$ cat src/asr_pkg.sv
/*
  Shared constants and carrier types for the byte-wide static memory host controller.
  Assumes a single 10 MHz clock with every timing count derived from its period.
*/
package asr_pkg;

  localparam int unsigned ADDR_W       = 21;
  localparam int unsigned DATA_W       = 8;
  localparam int unsigned WORDS        = 2097152;
  localparam int unsigned CLK_PERIOD_NS = 100;
  localparam int unsigned POWER_WAIT_US = 1000;
  localparam int unsigned POWER_WAIT_CYC =
    (POWER_WAIT_US * 1000 + CLK_PERIOD_NS - 1) / CLK_PERIOD_NS;
  localparam int unsigned TURNOFF_NS   = 5;
  localparam int unsigned SETUP_NS     = 6;
  localparam int unsigned ACCESS_NS    = 12;
  localparam int unsigned TURNOFF_CYC  =
    ((TURNOFF_NS + CLK_PERIOD_NS - 1) / CLK_PERIOD_NS < 1) ? 1 :
    (TURNOFF_NS + CLK_PERIOD_NS - 1) / CLK_PERIOD_NS;
  localparam int unsigned SETUP_CYC    =
    ((SETUP_NS + CLK_PERIOD_NS - 1) / CLK_PERIOD_NS < 1) ? 1 :
    (SETUP_NS + CLK_PERIOD_NS - 1) / CLK_PERIOD_NS;
  localparam int unsigned ACCESS_CYC   =
    ((ACCESS_NS + CLK_PERIOD_NS - 1) / CLK_PERIOD_NS < 1) ? 1 :
    (ACCESS_NS + CLK_PERIOD_NS - 1) / CLK_PERIOD_NS;
  localparam int unsigned WR_LOW_CYC   = TURNOFF_CYC + SETUP_CYC;
  localparam int unsigned CNT_W        = 4;
  localparam logic [DATA_W-1:0] RDATA_RST = 8'h00;
  localparam logic [ADDR_W-1:0] ADDR_RST  = 21'h000000;

  typedef struct packed {
    logic              write;
    logic [ADDR_W-1:0] addr;
    logic [DATA_W-1:0] wdata;
  } asr_req_t;

  typedef struct packed {
    logic              select_low_active_n;
    logic              select_high_active;
    logic              out_en_n;
    logic              wr_en_n;
    logic [ADDR_W-1:0] addr;
  } asr_pins_t;

  typedef enum logic [2:0] {
    ST_POWER = 3'b000,
    ST_IDLE  = 3'b001,
    ST_RSEL  = 3'b010,
    ST_RDATA = 3'b011,
    ST_WSET  = 3'b100,
    ST_WLOW  = 3'b101,
    ST_WEND  = 3'b110
  } asr_state_t;

endpackage

$ cat src/asr_power_wait.sv
/*
  Power-up wait counter for the static memory host.
  Assumes the supply is at its operating level when reset is released.
*/
module asr_power_wait
  import asr_pkg::*;
#(
  parameter int unsigned WAIT_CYC = POWER_WAIT_CYC
) (
  input  wire logic clk,
  input  wire logic rst_n,
  output logic      ready
);

  logic [15:0] cnt_q;

  // A wait of about ten thousand cycles is why this is a parameter for simulation.
  always_ff @(posedge clk) begin
    if (!rst_n) begin
      cnt_q <= 16'h0000;
      ready <= 1'b0;
    end else if (!ready) begin
      if (cnt_q >= 16'(WAIT_CYC - 1)) begin
        ready <= 1'b1;
      end
      cnt_q <= cnt_q + 16'h0001;
    end
  end

endmodule // asr_power_wait

$ cat src/asr_host.sv
/*
  Host controller that drives an asynchronous 2M x 8 static memory through its pins.
  Assumes the memory pins are wired directly and the bench resolves the shared byte lines.
*/
module asr_host
  import asr_pkg::*;
#(
  parameter int unsigned WAIT_CYC = POWER_WAIT_CYC
) (
  input  wire logic              clk,
  input  wire logic              rst_n,
  input  wire logic              req_valid,
  output logic                   req_ready,
  input  wire asr_req_t          req,
  output logic                   rsp_valid,
  output logic [DATA_W-1:0]      rsp_rdata,
  output asr_pins_t              pins,
  input  wire logic [DATA_W-1:0] byte_lines_in,
  output logic [DATA_W-1:0]      byte_lines_out,
  output logic                   byte_lines_oe_n
);

  asr_state_t        state_q;
  asr_req_t          req_q;
  logic [CNT_W-1:0]  cnt_q;
  logic              powered;
  logic              chip_sel_n;

  asr_power_wait #(
    .WAIT_CYC (WAIT_CYC)
  ) u_power (
    .clk   (clk),
    .rst_n (rst_n),
    .ready (powered)
  );

  // Requests are refused until the power-up wait has run out.
  assign req_ready = powered && (state_q == ST_IDLE);

  always_ff @(posedge clk) begin
    if (!rst_n) begin
      state_q <= ST_POWER;
      cnt_q   <= '0;
    end else begin
      unique case (state_q)
        ST_POWER: begin
          if (powered) begin
            state_q <= ST_IDLE;
          end
        end
        ST_IDLE: begin
          if (req_valid && req_ready) begin
            state_q <= req.write ? ST_WSET : ST_RSEL;
            cnt_q   <= '0;
          end
        end
        ST_RSEL: begin
          if (cnt_q == CNT_W'(ACCESS_CYC - 1)) begin
            state_q <= ST_RDATA;
          end else begin
            cnt_q <= cnt_q + 1'b1;
          end
        end
        ST_RDATA: state_q <= ST_IDLE;
        ST_WSET: begin
          state_q <= ST_WLOW;
          cnt_q   <= '0;
        end
        ST_WLOW: begin
          // Held long enough for the memory to float and the data to settle.
          if (cnt_q == CNT_W'(WR_LOW_CYC - 1)) begin
            state_q <= ST_WEND;
          end else begin
            cnt_q <= cnt_q + 1'b1;
          end
        end
        ST_WEND: state_q <= ST_IDLE;
        default: state_q <= ST_IDLE;
      endcase
    end
  end

  always_ff @(posedge clk) begin
    if (!rst_n) begin
      req_q <= '{write: 1'b0, addr: ADDR_RST, wdata: RDATA_RST};
    end else if (req_valid && req_ready) begin
      req_q <= req;
    end
  end

  // Select is held across the whole access and dropped one cycle after the
  // write enable rises, so write enable alone ends the write.
  assign chip_sel_n = !(state_q inside {ST_RSEL, ST_RDATA, ST_WSET, ST_WLOW});

  always_ff @(posedge clk) begin
    if (!rst_n) begin
      pins <= '{select_low_active_n: 1'b1, select_high_active: 1'b0,
                out_en_n: 1'b1, wr_en_n: 1'b1, addr: ADDR_RST};
    end else begin
      // Both selects move together from one combined condition.
      pins.select_low_active_n <= chip_sel_n;
      pins.select_high_active  <= !chip_sel_n;
      // Address comes from the incoming request on acceptance and from the latched request after, stable before select asserts.
      pins.addr <= (state_q == ST_IDLE && req_valid && req_ready) ? req.addr : req_q.addr;
      // Output enable is only asserted on reads; writes keep it high.
      pins.out_en_n <= !(state_q == ST_IDLE && req_valid && req_ready && !req.write) &&
                       !(state_q == ST_RSEL);
      pins.wr_en_n  <= !(state_q == ST_WSET || (state_q == ST_WLOW &&
                       cnt_q != CNT_W'(WR_LOW_CYC - 1)));
    end
  end

  // The host drives only between write setup and one cycle after the write ends,
  // so data holds across the ending edge. Reads never see the host driving.
  always_ff @(posedge clk) begin
    if (!rst_n) begin
      byte_lines_oe_n <= 1'b1;
      byte_lines_out  <= RDATA_RST;
    end else begin
      byte_lines_oe_n <= !(state_q == ST_IDLE && req_valid && req_ready && req.write) &&
                         !(state_q inside {ST_WSET, ST_WLOW});
      if (state_q == ST_IDLE && req_valid && req_ready) begin
        byte_lines_out <= req.wdata;
      end
    end
  end

  always_ff @(posedge clk) begin
    if (!rst_n) begin
      rsp_valid <= 1'b0;
      rsp_rdata <= RDATA_RST;
    end else begin
      // Read data is taken at the end of the last cycle with output enable low, once select has stood for
      // the whole access time; sampling earlier would catch an undriven bus.
      rsp_valid <= state_q inside {ST_RDATA, ST_WEND};
      if (state_q == ST_RDATA) begin
        rsp_rdata <= byte_lines_in;
      end
    end
  end
endmodule // asr_host

$ cat config.mk
export PLATFORM = sky130hd
export DESIGN_NAME = asr_host
export DESIGN_NICKNAME = d
export VERILOG_FILES = /design/src/asr_pkg.sv /design/src/asr_power_wait.sv /design/src/asr_host.sv
export SDC_FILE = /design/constraint.sdc
export NUM_CORES = 1
export LEC_CHECK = 0
export ABC_AREA = 1
export ABC_CLOCK_PERIOD_IN_PS = 1500
export BUFFER_PORTS_ARGS = -buffer_cell sky130_fd_sc_hd__buf_4
export CORE_MARGIN = 3
export CORE_UTILIZATION = 43
export CTS_CLUSTER_SIZE = 10
export DETAILED_ROUTE_END_ITERATION = 7
export PLACE_DENSITY = 0.65
export SLEW_MARGIN = 20
export SYNTH_ARGS = -nofsm -noshare
export SYNTH_HDL_FRONTEND = slang
export SYNTH_HIERARCHICAL = 1
export SYNTH_SLANG_ARGS = --single-unit
$ cat constraint.sdc
create_clock -name clk -period 1.5 [get_ports clk]
set_input_delay 0.075 -clock clk [delete_from_list [all_inputs] [get_ports clk]]
set_output_delay 0.075 -clock clk [all_outputs]
set_load 0.01 [all_outputs]
; Word level (Yosys, flattened, before mapping)
; Index checks and enable logic that the tools add are counted.
[op_classes]
n_addsub = 2
n_mux = 13
n_eq_ne = 14
magnitude_cmp = 1
n_reduce_logical = 25
[op_table]
columns = cell, n
row1 = two-way mux 21 bit, 1
row2 = adder 16 x 1 -> 16 bit (second input constant), 1
row3 = greater-or-equal comparator 16 x 14 -> 1 bit (second input constant), 1
row4 = case mux 4 bit (4 select lines), 1
row5 = two-way mux 3 bit, 5
row6 = case mux 3 bit (5 select lines), 1
row7 = two-way mux 4 bit, 3
row8 = equality test 3 bit (second input constant), 3
row9 = logical AND 1 bit, 9
row10 = != test 2 bit (second input constant), 4
row11 = AND reduction 4 bit, 2
row12 = nonzero test 4 bit, 2
row13 = zero test 1 bit, 7
row14 = equality test 3 x 2 -> 1 bit (second input constant), 2
row15 = adder 4 x 1 -> 4 bit (second input constant), 1
row16 = equality test 4 x 1 -> 1 bit (second input constant), 1
row17 = zero test 4 bit, 1
row18 = != test 2 x 1 -> 1 bit (second input constant), 2
row19 = != test 4 x 1 -> 1 bit (second input constant), 1
row20 = nonzero test 2 bit, 2
row21 = equality test 3 x 1 -> 1 bit (second input constant), 1
row22 = zero test 3 bit, 1
row23 = two-way mux 1 bit, 2
row24 = logical OR 1 bit, 1
[totals]
word_cells = 69
input_bits = 41
regBits = 88
output_inout_bits = 44

; Longest topological paths before layout
; Gate-level depths: netlist of the first run.
[depth]
word_depth = 6
ltp_mapped = 10

; By module
; The synthesis of the first run kept the hierarchy.
[modules_own_cells]
columns = module, n_inst, area_per_inst_um2, cells_each
row1 = asr_host, 1, 2700.1, 319
row2 = asr_power_wait, 1, 903.4, 134

; Worst setup path before layout of the first run
; No wires, ideal clock.
[synth_path]
path_kind = reg2reg
start = register state_q[1]
end = register, netlist name cnt_q[0]
t_required_ns = 1.386
synth_period_minus_slack_ns = 1.376
slack_ns = 0.124
stages_incl_launch_ff = 9
setup_ns = 0.114
path_buffers = 0
arrival_time_ns = 1.262
path_cell_list = dfxtp_1 -> inv_2 -> ha_1 -> inv_1 -> nand3_1 -> nand2_2 -> nor2_4 -> nor2_1 -> nor2_2
[synth_lines]
columns = element, line
row1 = "start, declared", asr_host.sv:23  ; asr_state_t state_q;
row2 = "start signal, assigned", asr_host.sv:53  ; state_q <= req.write ? ST_WSET : ST_RSEL;

; Worst setup path in the final report of the first run
[layout_path]
start = register state_q[2]
end = output req_ready
[layout_via]
elab_chain_cells = 2
[layout_rtl]
columns = element, line
row1 = equality test 3 x 1 -> 1 bit, asr_host.sv:38  ; assign req_ready = powered && (state_q == ST_IDLE);
row2 = logical AND 1 bit, asr_host.sv:38
row3 = "end, declared", asr_host.sv:13  ; output logic req_ready,
; Every way passes these cells.

==> results.cfg, run 1 <==
[route]
vias = 3291
wl_per_cell_um = 12.2
drt-vias-per-instance = 4.85
drc = 0
drt_pass1_iterations = 4
wirelength_mm = 8.30
dr.first_iter.drc_count = 114
detail-route-antenna-nets = 0

[critical_path]
critPathTopFamily = flip-flops
arrival_ns = 1.33
startpoint_type = flip-flop
worstReg2RegStart = state_q[2]
max_stage_delay_ns = 0.35
critical_path_class = reg -> out
crit_path_max_fanout = 4
reg2reg_to = cnt_q[0]
timing.critical_path.required_ns = 1.42
reg2reg_setup_slack_ns = 0.12
reg2reg_depth = 9
cp-end-kind = output pin
crit_chain = inv_1 > nand3_4 > nor2_4 > buf_12 > buf_4
worst-path-buf-inv = 3
crit_slowest_cell = dfxtp_2

[placed_design]
dp_cells = 632
port-buffer-count = 84
place_congestion = 0.837
post-dp-hpwl_mm = 5.56

[global_routing]
antenna_found_initial = 0
grt_pass1_vias = 3080
grt_max_degree = 56
track_usage_pct = 17.4
grt_pass1_wl_mm = 13.9
grt_overflow = 0

[die]
die_area_um2 = 9520
fp.dieW_um = 97.5
io-pin-count = 85
die_y_um = 97.5
core-area_um2 = 7930
rows = 32
start_util_pct = 45.5

[layout]
n_antenna_cell = 0
stdcell_count = 679
area_growth_pct = 35.8
final_layout_size_suffix_gt1_share_pct = 26.7
fin_nets = 618
final_util_pct = 61.7

[synthesis]
synth-xor-area-share_pct = 0.729
synthAdderAreaFrac_pct = 1.74
synth_top_family_by_area = simple AND/OR/NAND/NOR gates
yosys.area_share.simple_pct = 29.9
yosysWarnings = 6
netlist_area_um2 = 3600
netlist-cell-type-count = 30
ys_seq_area_share_pct = 48.9
syn_nets = 499
synth-compound-area-share_pct = 11.1
muxShareOfSynthArea_pct = 0
avgSynthCellArea_um2 = 7.95
synthCells = 453
synth_seq_cells = 88

[timing]
setup_viol = 0
skew_ns = 0.0140
final.period_utilization_pct = 93.5
min_period_ns = 1.40
finalHoldViolCount = 0
worst_pin_slew_ns = 0.351
fmax_mhz = 713
setup-tns-final_ns = 0
rsz0062_at_grt = yes
slew_violations = 0
max-slew-margin-rel_pct = 76.6

[clocking]
cts_max_level = 3
clkTransAtPathRegs_ns = 0.10
cts_buffer_depth = 2
cts-root-buf = clkbuf_8
clock_sinks = 88
cts_tree = built
insertion_delay_ns = 0.36
cts_buffers = 9

[power]
irDropWorstVdd_mv = 0.597
leakagePower_nw = 2.10
total_power_w = 0.00545
power.density_nw_per_um2 = 1110

[hold_path]
whs_path_depth = 3
worstHoldEndpoint = u_power/cnt_q[9]
holdCritStartpoint = rst_n
hold_class = in -> reg

[run]
cap_violations = 0

[outcome]
status = completed
how the worst max path moves through the flow:
| stage | startpoint | to | slack (ns) | depth (start not counted) |
|---|---|---|---|---|
| after floorplan | state_q[1] | cnt_q[0] | 0.12 | 8 |
| after global placement | state_q[2] | cnt_q[3] | 0.08 | 9 |
| after detailed placement | state_q[2] | cnt_q[1] | 0.06 | 9 |
| after CTS | u_power/ready | req_ready | 0.03 | 4 |
| after global routing | state_q[2] | cnt_q[0] | -0.02 | 9 |
| final | state_q[2] | req_ready | 0.1 | 5 |
cell families after synthesis:
| kind of cell | Yosys count |
|---|---|
| xor+xnor | 3 |
| buf+inv | 54 |
| flops | 88 |
| simple gates | 226 |
| compound gates | 77 |
| fa+ha+maj | 5 |
synthesized netlist by cell type, drive strengths merged:
library cell | instances | share of area, %
a21oi | 61 | 8.5
o211a | 1 | 0.28
clkbuf | 7 | 1.1
o21ai | 15 | 2.4
nor4 | 1 | 0.17
nor2 | 64 | 8.1
nand2 | 96 | 10
ha | 5 | 1.7
nor3 | 9 | 2.2
nand3 | 52 | 8.3
xor2 | 2 | 0.49
nor3b | 1 | 0.21
inv | 37 | 3.9
nand4 | 3 | 0.52
buf | 10 | 2.6
xnor2 | 1 | 0.24
dfxtp | 88 | 49
through the flow:
stage	area [um^2]	hold slack (ns)	setup slack (ns)
after floorplan	3600	0.180	0.124
after global routing	4890	0.00262	-0.0218
final	4890	0.0197	0.0972
after CTS	4820	0.000633	0.0289
after global placement	4330	0.296	0.0811
after detailed placement	4330	0.304	0.0634
layout by cell type (no fill, tap or decap):
| cell | synthesis | layout |
|---|---|---|
| buf_12 | 0 | 3 |
| nor2_2 | 5 | 4 |
| buf_4 | 0 | 95 |
| o21ai_2 | 3 | 3 |
| o21ai_0 | 12 | 12 |
| inv_2 | 5 | 5 |
| inv_1 | 32 | 32 |
| dlygate4sd3_1 | 0 | 26 |
| clkinv_8 | 0 | 1 |
| dfxtp_2 | 0 | 4 |
| nand3_2 | 3 | 4 |
| nand2_1 | 91 | 91 |
| xnor2_1 | 1 | 1 |
| clkinvlp_4 | 0 | 1 |
| nand2_2 | 4 | 3 |
| bufbuf_16 | 0 | 1 |
| clkbuf_8 | 1 | 9 |
| a21oi_1 | 61 | 61 |
| o211a_1 | 1 | 1 |
| nor4_1 | 1 | 1 |
| nor3b_1 | 1 | 1 |
| xor2_1 | 2 | 2 |
| nor3_1 | 5 | 5 |
| dfxtp_1 | 88 | 83 |
| nor3_2 | 2 | 2 |
| nand4_1 | 3 | 3 |
| nor3_4 | 2 | 2 |
| clkinv_4 | 0 | 2 |
| nand3_4 | 2 | 2 |
| nand3_1 | 47 | 46 |
| inv_8 | 0 | 3 |
| dfxtp_4 | 0 | 1 |
| nand2_4 | 1 | 2 |
| ha_1 | 5 | 5 |
| nor2_4 | 5 | 7 |
| nor2_1 | 54 | 53 |
layer usage:
layer | vias up | global-route usage, % | wire, um
li1 | 1715 | - | -
met1 | 1499 | 21.8 | 3810
met2 | 71 | 28.9 | 4050
met3 | 6 | 4.81 | 382
met4 | 0 | 5.64 | 55
met5 | - | 0 | 0
registers in the layout, indices dropped and copies added, names as in the netlist:
name and count:
byte_lines_oe_n 1, byte_lines_out 8, cnt_q 4, pins 25, req_q 21, rsp_rdata 8
rsp_valid 1, state_q 3, u_power/cnt_q 16, u_power/ready 1
what timing repair did:
action | in CTS | in global routing
endpoints found under the setup margin | 1 | 6
gates resized for setup | 2 | 9
pin swaps | 0 | 3
hold buffers | 26 | 0
setup buffers | 0 | 4
endpoints found under the hold margin | 31 | 0
gates cloned | 1 | 0
area by class of cell:
class / instances / area [um^2]
repair buffers: 125 / 1070
multi-input cells: 311 / 1590
clock buffers: 9 / 124
flip-flops and latches: 88 / 1770
clock inverters: 7 / 75.1
fillers: 715 / 3030
inverters: 37 / 139
well taps: 102 / 128
power breakdown:
part | total, W | switching [W] | internal (W)
combinational | 0.00128 | 0.000724 | 0.000554
sequential | 0.00256 | 0.000104 | 0.00246
clock | 0.00162 | 0.000961 | 0.000656
total | 0.00545 | 0.00179 | 0.00367
tightest hold or removal path: cells and delay by family:
family	cells	cell delay [ns]
simple gates	2	0.10
buf+inv	1	0.16
Note: power is estimated with default switching activity, not from simulation.
==> run 2, diff against run 1 <==
--- a/config.mk
+++ b/config.mk
@@ -12,7 +12,7 @@
 export CORE_UTILIZATION = 43
 export CTS_CLUSTER_SIZE = 10
 export DETAILED_ROUTE_END_ITERATION = 7
-export PLACE_DENSITY = 0.65
+export PLACE_DENSITY = 0.71
 export SLEW_MARGIN = 20
 export SYNTH_ARGS = -nofsm -noshare
 export SYNTH_HDL_FRONTEND = slang
==> run 2 against run 1 <==
- flip-flop and latch count stayed put
- count of clock-buffer cells in the layout unchanged
- power shrank 2.7%
- wire length grew 1.3%
- combinational power fell by 12%
- largest power group unchanged
- critical endpoint unchanged
- register-to-register slack worse by 0.03 ns
- cell area fell by 2.2%
- utilization is 1.4 points lower
- largest cell class unchanged
- fmax is 2.6% lower
==> results.cfg, run 2 (synthesis gave the netlist of run 1 again) <==
[outcome]
status = completed

[placed_design]
place_congestion = 0.875
place_area_um2 = 4300
port-buffer-count = 84
post-dp-hpwl_mm = 5.68

[route]
drc = 0
detail-route-antenna-nets = 0
vias = 3333
drt-vias-per-instance = 4.96
dr.first_iter.drc_count = 134
wirelength_mm = 8.41
drt_pass1_iterations = 4
wl_per_cell_um = 12.5

[global_routing]
track_usage_pct = 17.9
grt_max_degree = 49
grt_pass1_wl_mm = 14.2
grt_overflow = 0
antenna_found_initial = 0
grt_pass1_vias = 3151

[clocking]
cts_buffers = 9
clkTransAtPathRegs_ns = 0.10
cts_max_level = 3
clock_sinks = 88
cts_buffer_depth = 2
cts-root-buf = clkbuf_8
insertion_delay_ns = 0.36
cts_tree = built

[timing]
worst_pin_slew_ns = 0.454
min_period_ns = 1.44
setup-tns-final_ns = 0
final.period_utilization_pct = 96.0
fmax_mhz = 694
setup_viol = 0
timing.hold.ws_ns = 0.0167
skew_ns = 0.00974
slew_violations = 0
max-slew-margin-rel_pct = 69.7
finalHoldViolCount = 0
rsz0062_at_grt = yes

[critical_path]
crit_path_max_fanout = 6
startpoint_type = flip-flop
worst-path-buf-inv = 3
reg2reg_to = req_q[25]
cp-end-kind = output pin
crit_chain = inv_1 > nand3_4 > nor2_4 > buf_12 > buf_4
critPathTopFamily = flip-flops
timing.critical_path.required_ns = 1.42
reg2reg_setup_slack_ns = 0.09
crit_slowest_cell = dfxtp_2
reg2reg_depth = 6
arrival_ns = 1.37
worstReg2RegStart = state_q[2]
max_stage_delay_ns = 0.38
critical_path_class = reg -> out

[hold_path]
hold_class = in -> reg
whs_path_depth = 3
worstHoldEndpoint = pins[17]
holdCritStartpoint = req[25]

[layout]
fillers = 730
top_register = pins
final_layout_size_suffix_gt1_share_pct = 26.3
final_cell_mix = buf_4, nand2_1, dfxtp_1
final_area_um2 = 4780
largest_register_ffs = 25
n_antenna_cell = 0
area_growth_pct = 32.7
top_regs = pins: 25 flops, req_q: 21 flops, u_power/cnt_q: 16 flops
fin_nets = 611
final_common_cell = buf_4

[die]
die_y_um = 97.5
start_util_pct = 45.5
core-area_um2 = 7930
io-pin-count = 85
fp.dieW_um = 97.5
rows = 32
die_area_um2 = 9520

[power]
power.density_nw_per_um2 = 1110
irDropWorstVdd_mv = 0.605
leakagePower_nw = 2.06

[run]
cap_violations = 0
-- run 2: cell types whose count changed in the layout (fill, tap and decap cells not counted), moves of 2 or more --
cell           before  now
nor2_4              7    5
dlygate4sd3_1      26   22
dfxtp_2             4    6
buf_12              3    1
-- run 2: where the power goes --
group | switching [W] | internal, W
Clock | 0.000945 | 0.000653
Combinational | 0.000659 | 0.000473
Sequential | 0.000122 | 0.00245
-- run 2: worst max path at each step --
stage          cells after the start   endpoint  startpoint
2_1_floorplan                      8   cnt_q[0]  state_q[1]
3_3_place_gp                       8   cnt_q[1]  state_q[2]
3_5_place_dp                       6  req_q[25]  state_q[2]
4_1_cts                            5  req_ready  state_q[2]
5_1_grt                            6    pins[1]  state_q[2]
6_report                           5  req_ready  state_q[2]
-- run 2: what timing repair did --
item	CTS	global route
setup endpoints to repair	1	6
pin swaps	0	1
hold endpoints to repair	24	0
resized for setup	4	3
buffers inserted	0	3
gates cloned	1	0
hold buffers	22	0
-- run 2: area by class of cell --
class / count / area, um^2 / area share, %
Sequential cell: 88 / 1770 / 37.0
Multi-Input combinational cell: 311 / 1570 / 32.8
Timing Repair Buffer: 118 / 978 / 20.5
Inverter: 37 / 141 / 2.96
Tap cell: 102 / 128 / 2.67
Clock buffer: 9 / 124 / 2.59
Clock inverter: 7 / 73.8 / 1.54
-- run 2: routing by layer --
metal / track usage, % / vias up / wire length (um)
li1: - / 1702 / -
met1: 21.7 / 1543 / 3660
met2: 30.9 / 80 / 4290
met3: 3.59 / 8 / 369
met4: 7.03 / 0 / 97
met5: 0 / - / 0
-- run 2: worst min-delay path: stages --
cell	delay, ns
buf_4	0.11
nand3_1	0.09
a21oi_1	0.06
-- run 2: metrics by stage --
step / power, W / std cells / utilization [%] / setup WS, ns
final: 0.00531 / 672 / 60.3 / 0.0595
after global placement: 0.00366 / 630 / 54.2 / 0.114
after global routing: 0.00559 / 672 / 60.3 / -0.0148
after detailed placement: 0.00369 / 630 / 54.2 / 0.0515
after floorplan: 0.00340 / 453 / - / 0.124
after CTS: 0.00536 / 669 / 60.0 / 0.00578
